### src/rtl/adcr_pkg.sv
// Purpose: Constants and types for the converter control and result registers
// Assumes: Classic Wishbone slave, 32-bit data, byte addresses
// Notes: Register offsets are word aligned
package adcr_pkg;
    localparam logic [4:0] ADCR_OFS_RES_HI = 5'h00;
    localparam logic [4:0] ADCR_OFS_RES_LO = 5'h04;
    localparam logic [4:0] ADCR_OFS_CTRL0 = 5'h08;
    localparam logic [4:0] ADCR_OFS_CTRL1 = 5'h0C;
    localparam logic [4:0] ADCR_OFS_BGAP = 5'h10;
    localparam logic [7:0] ADCR_CTRL0_RST = 8'h00;
    localparam logic [7:0] ADCR_CTRL1_RST = 8'h00;
    localparam logic [7:0] ADCR_BGAP_RST = 8'h00;
    localparam logic [7:0] ADCR_BGAP_MASK = 8'h08;
    localparam int ADCR_START_BIT = 7;
    localparam int ADCR_BUSY_BIT = 6;
    localparam int ADCR_EN_BIT = 5;
    localparam int ADCR_FMT_BIT = 4;
    localparam int ADCR_GAIN0_BIT = 3;
    localparam int ADCR_GAIN1_BIT = 5;
    localparam int ADCR_BGEN_BIT = 3;
    localparam int ADCR_CONV_CLKS = 14;
    localparam int ADCR_RES_W = 10;

    typedef enum logic [2:0] {
        ADCR_IDLE = 3'h1,
        ADCR_CONV = 3'h2,
        ADCR_DONE = 3'h4
    } adcr_state_e;

    typedef struct packed {
        logic [1:0] source;
        logic [3:0] chan_onehot;
        logic [1:0] reference;
        logic [1:0] gain;
        logic [2:0] clk_div;
        logic conv_on;
        logic bandgap_on;
    } adcr_anactl_s;

    typedef struct packed {
        adcr_state_e state;
        logic [7:0] ctrl0;
        logic [7:0] ctrl1;
        logic [7:0] bgap;
        logic [9:0] result;
        logic [7:0] prescale;
        logic [4:0] tick_cnt;
        logic ack;
        logic [31:0] rdata;
        logic irq;
    } adcr_state_s;
endpackage

### src/rtl/adcr_top.sv
// What this block does
// - Format 0: high holds 9..2, low top holds 1..0
// - Format 1: high low holds 9..8, low holds 7..0
// - Unused result bit positions read zero
// - Result bytes frozen while converter disabled
// - Start pulse begins conversion, sets busy
// - Busy clears one clock after result is stored
// - Busy bit is read only
// - Enable bit powers converter; none runs off
// - Two-bit gain code split across controls
// - Channel codes 0-3 connect, others float
// - Source field picks channel, amp, battery, supply
// - Reference field picks pin, supply, amp output
// - Converter clock is system clock over 2^code
// - Analog pin drops I/O function and pull-high
// - Bandgap on with low-voltage reset or bit
// - Bandgap control unused bits read zero
// - Completion pulses converter interrupt request
//
// Purpose: Converter control and result registers on classic Wishbone
// Assumes: Analog core returns SAMPLE_DATA valid at end of conversion
// Notes: Result mapping done at read time from one 10-bit store
//
// The register addresses and the Wishbone slave port were decided locally.
`timescale 1ns/1ps
module adcr_top
    import adcr_pkg::*;
#(
    parameter int CONV_CLKS = ADCR_CONV_CLKS
) (
    // Clock and control
    input wire logic CLK,
    input wire logic SRST,
    input wire logic CE,
    // Wishbone slave
    input wire logic WB_CYC_I,
    input wire logic WB_STB_I,
    input wire logic WB_WE_I,
    input wire logic [4:0] WB_ADR_I,
    input wire logic [3:0] WB_SEL_I,
    input wire logic [31:0] WB_DAT_I,
    output logic [31:0] WB_DAT_O,
    output logic WB_ACK_O,
    // Analog core and system
    input wire logic [ADCR_RES_W-1:0] SAMPLE_DATA,
    input wire logic LOW_VOLTAGE_RESET_EN,
    input wire logic [3:0] ANALOG_PIN_SEL,
    output adcr_anactl_s ANA_CTRL,
    output logic CONV_CLK_TICK,
    output logic SAMPLE_STROBE,
    output logic [3:0] PIN_IO_DISABLE,
    output logic [3:0] PIN_PULLUP_DISABLE,
    output logic CONV_IRQ
);
    adcr_state_s s_r;
    adcr_state_s s_nxt;
    logic tick;
    logic wr;
    logic rd;
    logic [7:0] hi_byte;
    logic [7:0] lo_byte;
    logic [7:0] wbyte;

    // Divider tick: system clock over 2^code
    always_comb begin
        unique case (s_r.ctrl1[2:0])
            3'h0: tick = 1'b1;
            3'h1: tick = s_r.prescale[0:0] == 1'h1;
            3'h2: tick = s_r.prescale[1:0] == 2'h3;
            3'h3: tick = s_r.prescale[2:0] == 3'h7;
            3'h4: tick = s_r.prescale[3:0] == 4'hF;
            3'h5: tick = s_r.prescale[4:0] == 5'h1F;
            3'h6: tick = s_r.prescale[5:0] == 6'h3F;
            3'h7: tick = s_r.prescale[6:0] == 7'h7F;
        endcase
    end

    // Result byte layouts
    always_comb begin
        if (s_r.ctrl0[ADCR_FMT_BIT]) begin
            hi_byte = {6'h00, s_r.result[9:8]};
            lo_byte = s_r.result[7:0];
        end else begin
            hi_byte = s_r.result[9:2];
            lo_byte = {s_r.result[1:0], 6'h00};
        end
    end

    assign wr = WB_CYC_I && WB_STB_I && WB_WE_I && !s_r.ack && WB_SEL_I[0];
    assign rd = WB_CYC_I && WB_STB_I && !WB_WE_I && !s_r.ack;
    assign wbyte = WB_DAT_I[7:0];

    always_comb begin
        s_nxt = s_r;
        s_nxt.ack = 1'b0;
        s_nxt.irq = 1'b0;
        s_nxt.prescale = s_r.prescale + 8'h01;
        if (WB_CYC_I && WB_STB_I && !s_r.ack) begin
            s_nxt.ack = 1'b1;
        end
        // Sequencer first, so a trigger in the same cycle wins over completion
        unique case (s_r.state)
            ADCR_IDLE: ;
            ADCR_CONV: begin
                // Disabling mid-conversion aborts; result untouched
                if (!s_r.ctrl0[ADCR_EN_BIT]) begin
                    s_nxt.state = ADCR_IDLE;
                    s_nxt.ctrl0[ADCR_BUSY_BIT] = 1'b0;
                end else if (tick) begin
                    s_nxt.tick_cnt = s_r.tick_cnt + 5'h01;
                    if (s_r.tick_cnt == 5'(CONV_CLKS - 1)) begin
                        s_nxt.result = SAMPLE_DATA;
                        s_nxt.state = ADCR_DONE;
                    end
                end
            end
            ADCR_DONE: begin
                s_nxt.ctrl0[ADCR_BUSY_BIT] = 1'b0;
                s_nxt.irq = 1'b1;
                s_nxt.state = ADCR_IDLE;
            end
            default: s_nxt.state = ADCR_IDLE;
        endcase
        if (rd) begin
            unique case (WB_ADR_I)
                ADCR_OFS_RES_HI: s_nxt.rdata = {24'h000000, hi_byte};
                ADCR_OFS_RES_LO: s_nxt.rdata = {24'h000000, lo_byte};
                ADCR_OFS_CTRL0: s_nxt.rdata = {24'h000000, s_r.ctrl0};
                ADCR_OFS_CTRL1: s_nxt.rdata = {24'h000000, s_r.ctrl1};
                ADCR_OFS_BGAP: s_nxt.rdata = {24'h000000, s_r.bgap};
                default: s_nxt.rdata = 32'h00000000;
            endcase
        end
        if (wr) begin
            unique case (WB_ADR_I)
                ADCR_OFS_CTRL0: begin
                    // Busy bit keeps hardware value
                    s_nxt.ctrl0 = {wbyte[7], s_nxt.ctrl0[ADCR_BUSY_BIT], wbyte[5:0]};
                    // Falling start write after high arms conversion
                    if (s_r.ctrl0[ADCR_START_BIT] && !wbyte[ADCR_START_BIT]
                        && s_r.ctrl0[ADCR_EN_BIT] && wbyte[ADCR_EN_BIT]) begin
                        s_nxt.ctrl0[ADCR_BUSY_BIT] = 1'b1;
                        s_nxt.state = ADCR_CONV;
                        s_nxt.tick_cnt = 5'h00;
                    end
                end
                ADCR_OFS_CTRL1: s_nxt.ctrl1 = wbyte;
                ADCR_OFS_BGAP: s_nxt.bgap = wbyte & ADCR_BGAP_MASK;
                default: ;
            endcase
        end
    end

    always_ff @(posedge CLK) begin
        if (SRST) begin
            s_r <= '{state: ADCR_IDLE, ctrl0: ADCR_CTRL0_RST, ctrl1: ADCR_CTRL1_RST,
                     bgap: ADCR_BGAP_RST, result: 10'h000, prescale: 8'h00,
                     tick_cnt: 5'h00, ack: 1'b0, rdata: 32'h00000000, irq: 1'b0};
        end else if (CE) begin
            s_r <= s_nxt;
        end
    end

    assign WB_DAT_O = s_r.rdata;
    assign WB_ACK_O = s_r.ack;
    assign CONV_IRQ = s_r.irq;
    assign CONV_CLK_TICK = tick && s_r.ctrl0[ADCR_EN_BIT];
    assign SAMPLE_STROBE = s_r.state == ADCR_DONE;

    // Analog steering decode
    always_comb begin
        ANA_CTRL.source = s_r.ctrl1[7:6];
        ANA_CTRL.chan_onehot = s_r.ctrl0[2] ? 4'h0 : 4'(4'h1 << s_r.ctrl0[1:0]);
        ANA_CTRL.reference = s_r.ctrl1[4:3];
        ANA_CTRL.gain = {s_r.ctrl1[ADCR_GAIN1_BIT], s_r.ctrl0[ADCR_GAIN0_BIT]};
        ANA_CTRL.clk_div = s_r.ctrl1[2:0];
        ANA_CTRL.conv_on = s_r.ctrl0[ADCR_EN_BIT];
        ANA_CTRL.bandgap_on = LOW_VOLTAGE_RESET_EN || s_r.bgap[ADCR_BGEN_BIT];
    end

    // Analog pins lose digital function and pull-high
    genvar g;
    generate
        for (g = 0; g < 4; g++) begin : g_pin
            assign PIN_IO_DISABLE[g] = ANALOG_PIN_SEL[g];
            assign PIN_PULLUP_DISABLE[g] = ANALOG_PIN_SEL[g];
        end
    endgenerate
endmodule

### config.mk
export PLATFORM = sky130hd
export DESIGN_NAME = adcr_top
export DESIGN_NICKNAME = d
export VERILOG_FILES = /design/src/rtl/adcr_pkg.sv /design/src/rtl/adcr_top.sv
export SDC_FILE = /design/constraint.sdc
export NUM_CORES = 1
export LEC_CHECK = 0
export BUFFER_PORTS_ARGS = -buffer_cell sky130_fd_sc_hd__clkbuf_2
export CAP_MARGIN = 30
export CORE_MARGIN = 2
export CORE_UTILIZATION = 50
export CTS_BUF_LIST = sky130_fd_sc_hd__clkbuf_2 sky130_fd_sc_hd__clkbuf_4 sky130_fd_sc_hd__clkbuf_8
export DETAILED_ROUTE_END_ITERATION = 10
export GPL_ROUTABILITY_DRIVEN = 0
export MAX_ROUTING_LAYER = met4
export PLACE_DENSITY = 0.85
export SLEW_MARGIN = 15
export SYNTH_ARGS = -nofsm -noshare
export SYNTH_HDL_FRONTEND = slang
export SYNTH_SLANG_ARGS = --single-unit
### constraint.sdc
create_clock -name CLK -period 2.23 [get_ports CLK]
set_input_delay 0 -clock CLK [delete_from_list [all_inputs] [get_ports CLK]]
set_output_delay 0 -clock CLK [all_outputs]
set_load 0.05 [all_outputs]
==> metrics, run 1 <==
outcome finished, final reports clean; layout net count around 480; clk buf depth 2; Post-synth EDFFs 0; Least-Margin Pin Slew a little under 900 ps; area share of the largest cell type after synthesis 0.3414; Mapped Avg Cell Area around 8.4 sq um; H-tree levels 2; hold slack ~0.038 ps; clock slew at reported path FFs about 100 ps; DR iter-0 viols about 190; Crit Path Class register to register; worst path cell trace ha_1 > and3_1 > ha_1 > mux2i_1 > a2bb2oi_2 > nand4b_2 > buf_4 > or3_1 > a21oi_1; Max Fclk approximately 490 MHz; Overall Power 1.834 mW; startpoint types register; Tmin final a little over 2000 ps; Die ar. between 6000 and 7000 sq um; ant diodes 0; Max transition margin 0.4214; final hold vios 0; post-route cell area 3427 sq um; antenna violations before repair 0; Peak VDD IR 325.7 uV; leakage about 1.5 nW; synthesized instance count between 300 and 400; worst-path fanout max 9; CTS tree built; CTS Buf Count 5; die height between 80 and 90 microns; clk_skew approximately 13 ps; FF+latch count, synth 52; post-DP HPWL roughly 4.7 mm; GR Overflow Total 0; Floorplan Core Area around 6000 sq um; Post-DP Area ~3100 sq um; P per Cell Area around 540 nW/um^2; CP dominant cell by count ha_1; Num Clock Sinks 52; sequential area share after synthesis 0.3414; synth top area cells dfxtp_1, buf_4, mux2i_1; yosys warns 0; Tot GR Track Use 0.2026; DRC viols 0; Final Setup Violations 0; share of post-route cells with drive strength above 1 0.2122; required time of the worst setup path ~2500 ps; Synth area leader dfxtp_1; Buffers on Ports 57; Pre-antenna DRT Iters 4; max-slew violations 0; Initial Util 0.5150; Worst-Skew Late Latency between 300 and 400 ps; Avg WL per Cell approximately 13 microns; Rows 28; Util after Layout 0.5788; Synth Cell Area roughly 3000 sq um; final WL between 6 and 7 mm; TNS Setup 0 ps; critical path capture point type register; Root Buffer clkbuf_8; I/O pin cnt ~120; Final WS setup between 150 and 200 ps; CP arrival ~2300 ps; post-DR vias/cell 5.237; count of antenna-violating nets left after detailed routing 0; RSZ-0062 raised after global routing false; synthesis-to-layout area growth 12.39%; Final Cycle Share 0.9224; Worst Hold Class input pin to output pin; die width 82.09 microns; vias between 2,000 and 3,000; pre-CTS setup slack 36.10 ps; Netlist cell types between 50 and 60; final std cells w/o fill around 490; first-pass GRT wire length between 10 and 15 mm; most common flop cell mapped by yosys dfxtp_1; vias in the first global route 2,255; asr flop ratio synth 0; slowest stage delay, CP between 300 and 400 ps; Slowest cell on crit path dfxtp_4; placed cells between 400 and 500; largest net degree at the start of global routing 52; max_cap viols 0
==> final timing paths <==
| path | startpoint | end | slack, ps | depth (start not counted) |
|---|---|---|---|---|
| worst min-delay path | ANALOG_PIN_SEL[0] | PIN_PULLUP_DISABLE[0] | 0.04 | 0 |
| worst min register to register | WB_DAT_O[3] | WB_DAT_O[3] | 460 | 2 |
| worst max-delay path | s_r[39] | s_r[38] | 170 | 9 |
| worst max register to register | s_r[39] | s_r[38] | 170 | 9 |
==> cells in the final DEF, fill, tap and decap left out, drive strengths merged, types with 5 or more instances in the layout <==
cell         synthesis  final
clkbuf              10     62
nor2b                5      5
nor3b                5      5
nand3                8      8
nor2                23     23
mux2i               29     29
a21oi               24     24
dfxtp               52     52
inv                  8      8
or3                  7      7
dlygate4sd3          0     18
buf                 56      7
nand2               43     43
conb                 1     24
o21ai               16     16
nand2b              21     21
ha                   6      6
==> synth_stat cells, drive strengths merged, types with 6 or more instances <==
master,count
mux2i,29
or3,7
o21ai,16
nand2,43
nand2b,21
a21oi,24
nor2,23
clkbuf,10
ha,6
nand3,8
inv,8
dfxtp,52
buf,56
==> cell families after synthesis <==
group / after synthesis / synth area share
simple gates: 136 / 0.2396
buf+inv: 74 / 0.1576
fa+ha+maj: 6 / 0.02462
flops: 52 / 0.3414
other cells: 1 / 0.001230
mux: 32 / 0.1100
xor+xnor: 4 / 0.01149
compound gates: 58 / 0.1141
==> sequential cells by signal, summed over array words and instances, names as in the netlist <==
register  cells
WB_DAT_O      8
s_r          32
WB_ACK_O      1
CONV_IRQ      1
ANA_CTRL     10
==> area by class of cell <==
class | count | area [sq um]
Sequential cell | 52 | 1046
Multi-Input combinational cell | 260 | 1625
Inverter | 8 | 30.03
Timing Repair Buffer | 82 | 520.5
Tap cell | 75 | 93.84
Fill cell | 524 | 2494
Clock buffer | 5 | 68.82
Clock inverter | 3 | 42.54
==> power breakdown <==
| part | total [mW] | internal, mW | switching, mW |
|---|---|---|---|
| registers | 0.941 | 0.934 | 0.00705 |
| clock network | 0.648 | 0.332 | 0.316 |
| logic | 0.245 | 0.0736 | 0.171 |
==> metal layers <==
metal  vias to the layer above  track usage  share of wire
met3                         7      0.04022          0.056
met1                      1189       0.2493           0.44
met2                        79       0.3317           0.49
li1                       1265            -              -
met5                         -            -              0
met4                         0      0.07167          0.014
==> worst max-delay path: cells and delay by family (launching register included) <==
| kind | cells | cell delay (ps) |
|---|---|---|
| adders and majority gates | 2 | 330 |
| DFF | 1 | 390 |
| muxes | 1 | 90 |
| and+or+nand+nor | 3 | 670 |
| buffers and inverters | 1 | 180 |
| AOI/OAI and AO/OA | 2 | 320 |
==> repair_timing <==
action,in CTS,in global routing
resized for setup,1,4
setup endpoints to repair,1,15
hold buffers,18,0
setup buffers,0,0
hold endpoints to repair,25,0
Note: power is estimated with default switching activity, not from simulation.
==> inputs of run 2 (changes only) <==
--- a/config.mk
+++ b/config.mk
@@ -7,7 +7,6 @@
 export LEC_CHECK = 0
 export BUFFER_PORTS_ARGS = -buffer_cell sky130_fd_sc_hd__clkbuf_2
 export CAP_MARGIN = 30
-export CORE_MARGIN = 2
 export CORE_UTILIZATION = 50
 export CTS_BUF_LIST = sky130_fd_sc_hd__clkbuf_2 sky130_fd_sc_hd__clkbuf_4 sky130_fd_sc_hd__clkbuf_8
 export DETAILED_ROUTE_END_ITERATION = 10
==> run 2 against run 1 <==
- clock skew is 5.7 ps lower
- largest power group unchanged
- critical endpoint is now CONV_CLK_TICK
- highest routed layer unchanged
- routed wire length decreased by 0.26%
- critical path type is now register to output pin
- largest cell class unchanged
- sequential power about the same
==> metrics, run 2 (synthesis results as in run 1) <==
outcome finished, final reports clean (unchanged); vias 2,543 (was 2,540); reg2reg end s_r[38] (unchanged); Max transition margin 0.5480 (was 0.4214); GR Overflow Total 0 (unchanged); first-pass GRT wire length 10.28 mm (was 10.23 mm); Die ar. 6414 sq um (was 6739 sq um); worst-path fanout max 5 (was 9); leakage 1.517 nW (was 1.526 nW); Worst-Skew Late Latency 310 ps (about the same); required time of the worst setup path 2230 ps (was 2470 ps); share of post-route cells with drive strength above 1 0.2127 (was 0.2122); Least-Margin Pin Slew 672.9 ps (was 867.9 ps); clock slew at reported path FFs 90 ps (was 100 ps); Num Clock Sinks 52 (unchanged); number of flip-flops in the largest register 32 (unchanged); worst hold path cell count 0 (unchanged); CTS tree built (unchanged); max_cap viols 0 (unchanged); clk buf depth 2 (unchanged); CTS Buf Count 5 (unchanged); Final Setup Violations 0 (unchanged); pre-CTS setup slack 70.11 ps (was 36.10 ps); Root Buffer clkbuf_8 (unchanged); P per Cell Area 513.8 nW/um^2 (was 535.2 nW/um^2); Final Cycle Share 0.9406 (was 0.9224); setup slack, reg-to-reg 140 ps (was 170 ps); DR iter-0 viols 222 (was 194); die height 80.09 microns (was 82.09 microns); Final WS setup 132.5 ps (was 173.1 ps); clk_skew 7.377 ps (was 13.03 ps); Worst Hold Class input pin to output pin (unchanged); Buffers on Ports 57 (unchanged); Initial Util 0.5181 (was 0.5150); largest net degree at the start of global routing 61 (was 52); critical path capture point type output pin (was register); placed cells 457 (was 459); startpoint types register (unchanged); ant diodes 0 (unchanged); Tmin final 2098 ps (was 2057 ps); fill count 521 (was 524); DRC viols 0 (unchanged); final hold vios 0 (unchanged); RSZ-0062 raised after global routing false (unchanged); I/O pin cnt 121 (unchanged); final WL 6.407 mm (was 6.424 mm); Tot GR Track Use 0.2119 (was 0.2026); Avg WL per Cell 13.24 microns (was 13.25 microns); hold path startpoint ANALOG_PIN_SEL[3] (was ANALOG_PIN_SEL[0]); Rows 28 (unchanged); layout net count 476 (was 477); register bank with the most flops s_r (unchanged); antenna violations before repair 0 (unchanged); TNS Setup 0 ps (unchanged); max-slew violations 0 (unchanged); sink of the worst hold path PIN_PULLUP_DISABLE[3] (was PIN_PULLUP_DISABLE[0]); post-DR vias/cell 5.254 (was 5.237); synthesis-to-layout area growth 12.27% (was 12.39%); die width 80.09 microns (was 82.09 microns); Peak VDD IR 253.5 uV (was 325.7 uV); Floorplan Core Area 5886 sq um (was 5921 sq um); commonest non-fill, non-tap cell in the layout clkbuf_2 (unchanged); Pre-antenna DRT Iters 4 (unchanged); Crit Path Class register to output pin (was register to register); Max Fclk 476.8 MHz (was 486.2 MHz); count of antenna-violating nets left after detailed routing 0 (unchanged); H-tree levels 2 (unchanged); commonest non-fill, non-tap cells in the layout clkbuf_2, dfxtp_1, nand2_1, mux2i_1, conb_1 (unchanged); CP arrival 2100 ps (was 2290 ps); final std cells w/o fill 484 (was 485); vias in the first global route 2,361 (was 2,255); R2R cell count 9 (unchanged); post-DP HPWL 4.507 mm (was 4.728 mm); reg2reg start s_r[39] (unchanged)
==> run 2: cell type report <==
| type | count | area (sq um) | area share |
|---|---|---|---|
| clock buffers | 7 | 90.09 | 0.02632 |
| clock inverters | 1 | 7.507 | 0.002193 |
| inverters | 8 | 30.03 | 0.008772 |
| multi-input cells | 260 | 1630 | 0.4762 |
| flip-flops and latches | 52 | 1046 | 0.3056 |
| well taps | 75 | 93.84 | 0.02741 |
| repair buffers | 81 | 525.5 | 0.1535 |
==> run 2: timing repair <==
action / CTS / global route
setup buffers: 0 / 0
setup endpoints to repair: 1 / 15
gates resized for setup: 1 / 5
pin swaps: 0 / 1
cloned: 0 / 0
endpoints found under the hold margin: 25 / 0
hold buffers: 18 / 0
==> run 2: critical path, cell delays in order (launching register included) <==
cell and delay (ps):
dfxtp_4 390, ha_1 190, and3_4 200, ha_1 140, mux2i_1 90, a2bb2oi_2 190
nand2_1 100, nor3b_2 210, clkbuf_4 270
==> run 2: worst max path at each step <==
stage,start,to,slack (ps),depth (start not counted)
2_1_floorplan,s_r[39],s_r[47],230,9
6_report,s_r[39],CONV_CLK_TICK,130,8
3_3_place_gp,s_r[39],s_r[37],190,9
5_1_grt,s_r[39],s_r[37],30,9
3_5_place_dp,s_r[39],s_r[38],70,9
4_1_cts,s_r[39],CONV_CLK_TICK,20,8
==> run 2: report_power, final <==
group | internal [mW] | switching [mW]
logic | 0.0748 | 0.172
clock network | 0.265 | 0.306
registers | 0.934 | 0.00693
==> run 2: per-layer routing <==
layer	GRT usage	share of wire
met5	-	0
met4	0.07321	0.019
met1	0.2533	0.43
met3	0.04773	0.057
met2	0.3513	0.49
==> run 2: metrics by stage <==
step | total power [mW] | area (sq um) | util | hold slack [ps]
final | 1.759 | 3423 | 0.5816 | 0.03775
after global routing | 1.824 | 3423 | 0.5816 | 0.1858
after CTS | 1.760 | 3387 | 0.5755 | 0.5259
after detailed placement | 1.179 | 3107 | 0.5278 | 0.5259
after global placement | 1.174 | 3107 | 0.5278 | 0.5259
after floorplan | 1.198 | 3141 | - | 140.5
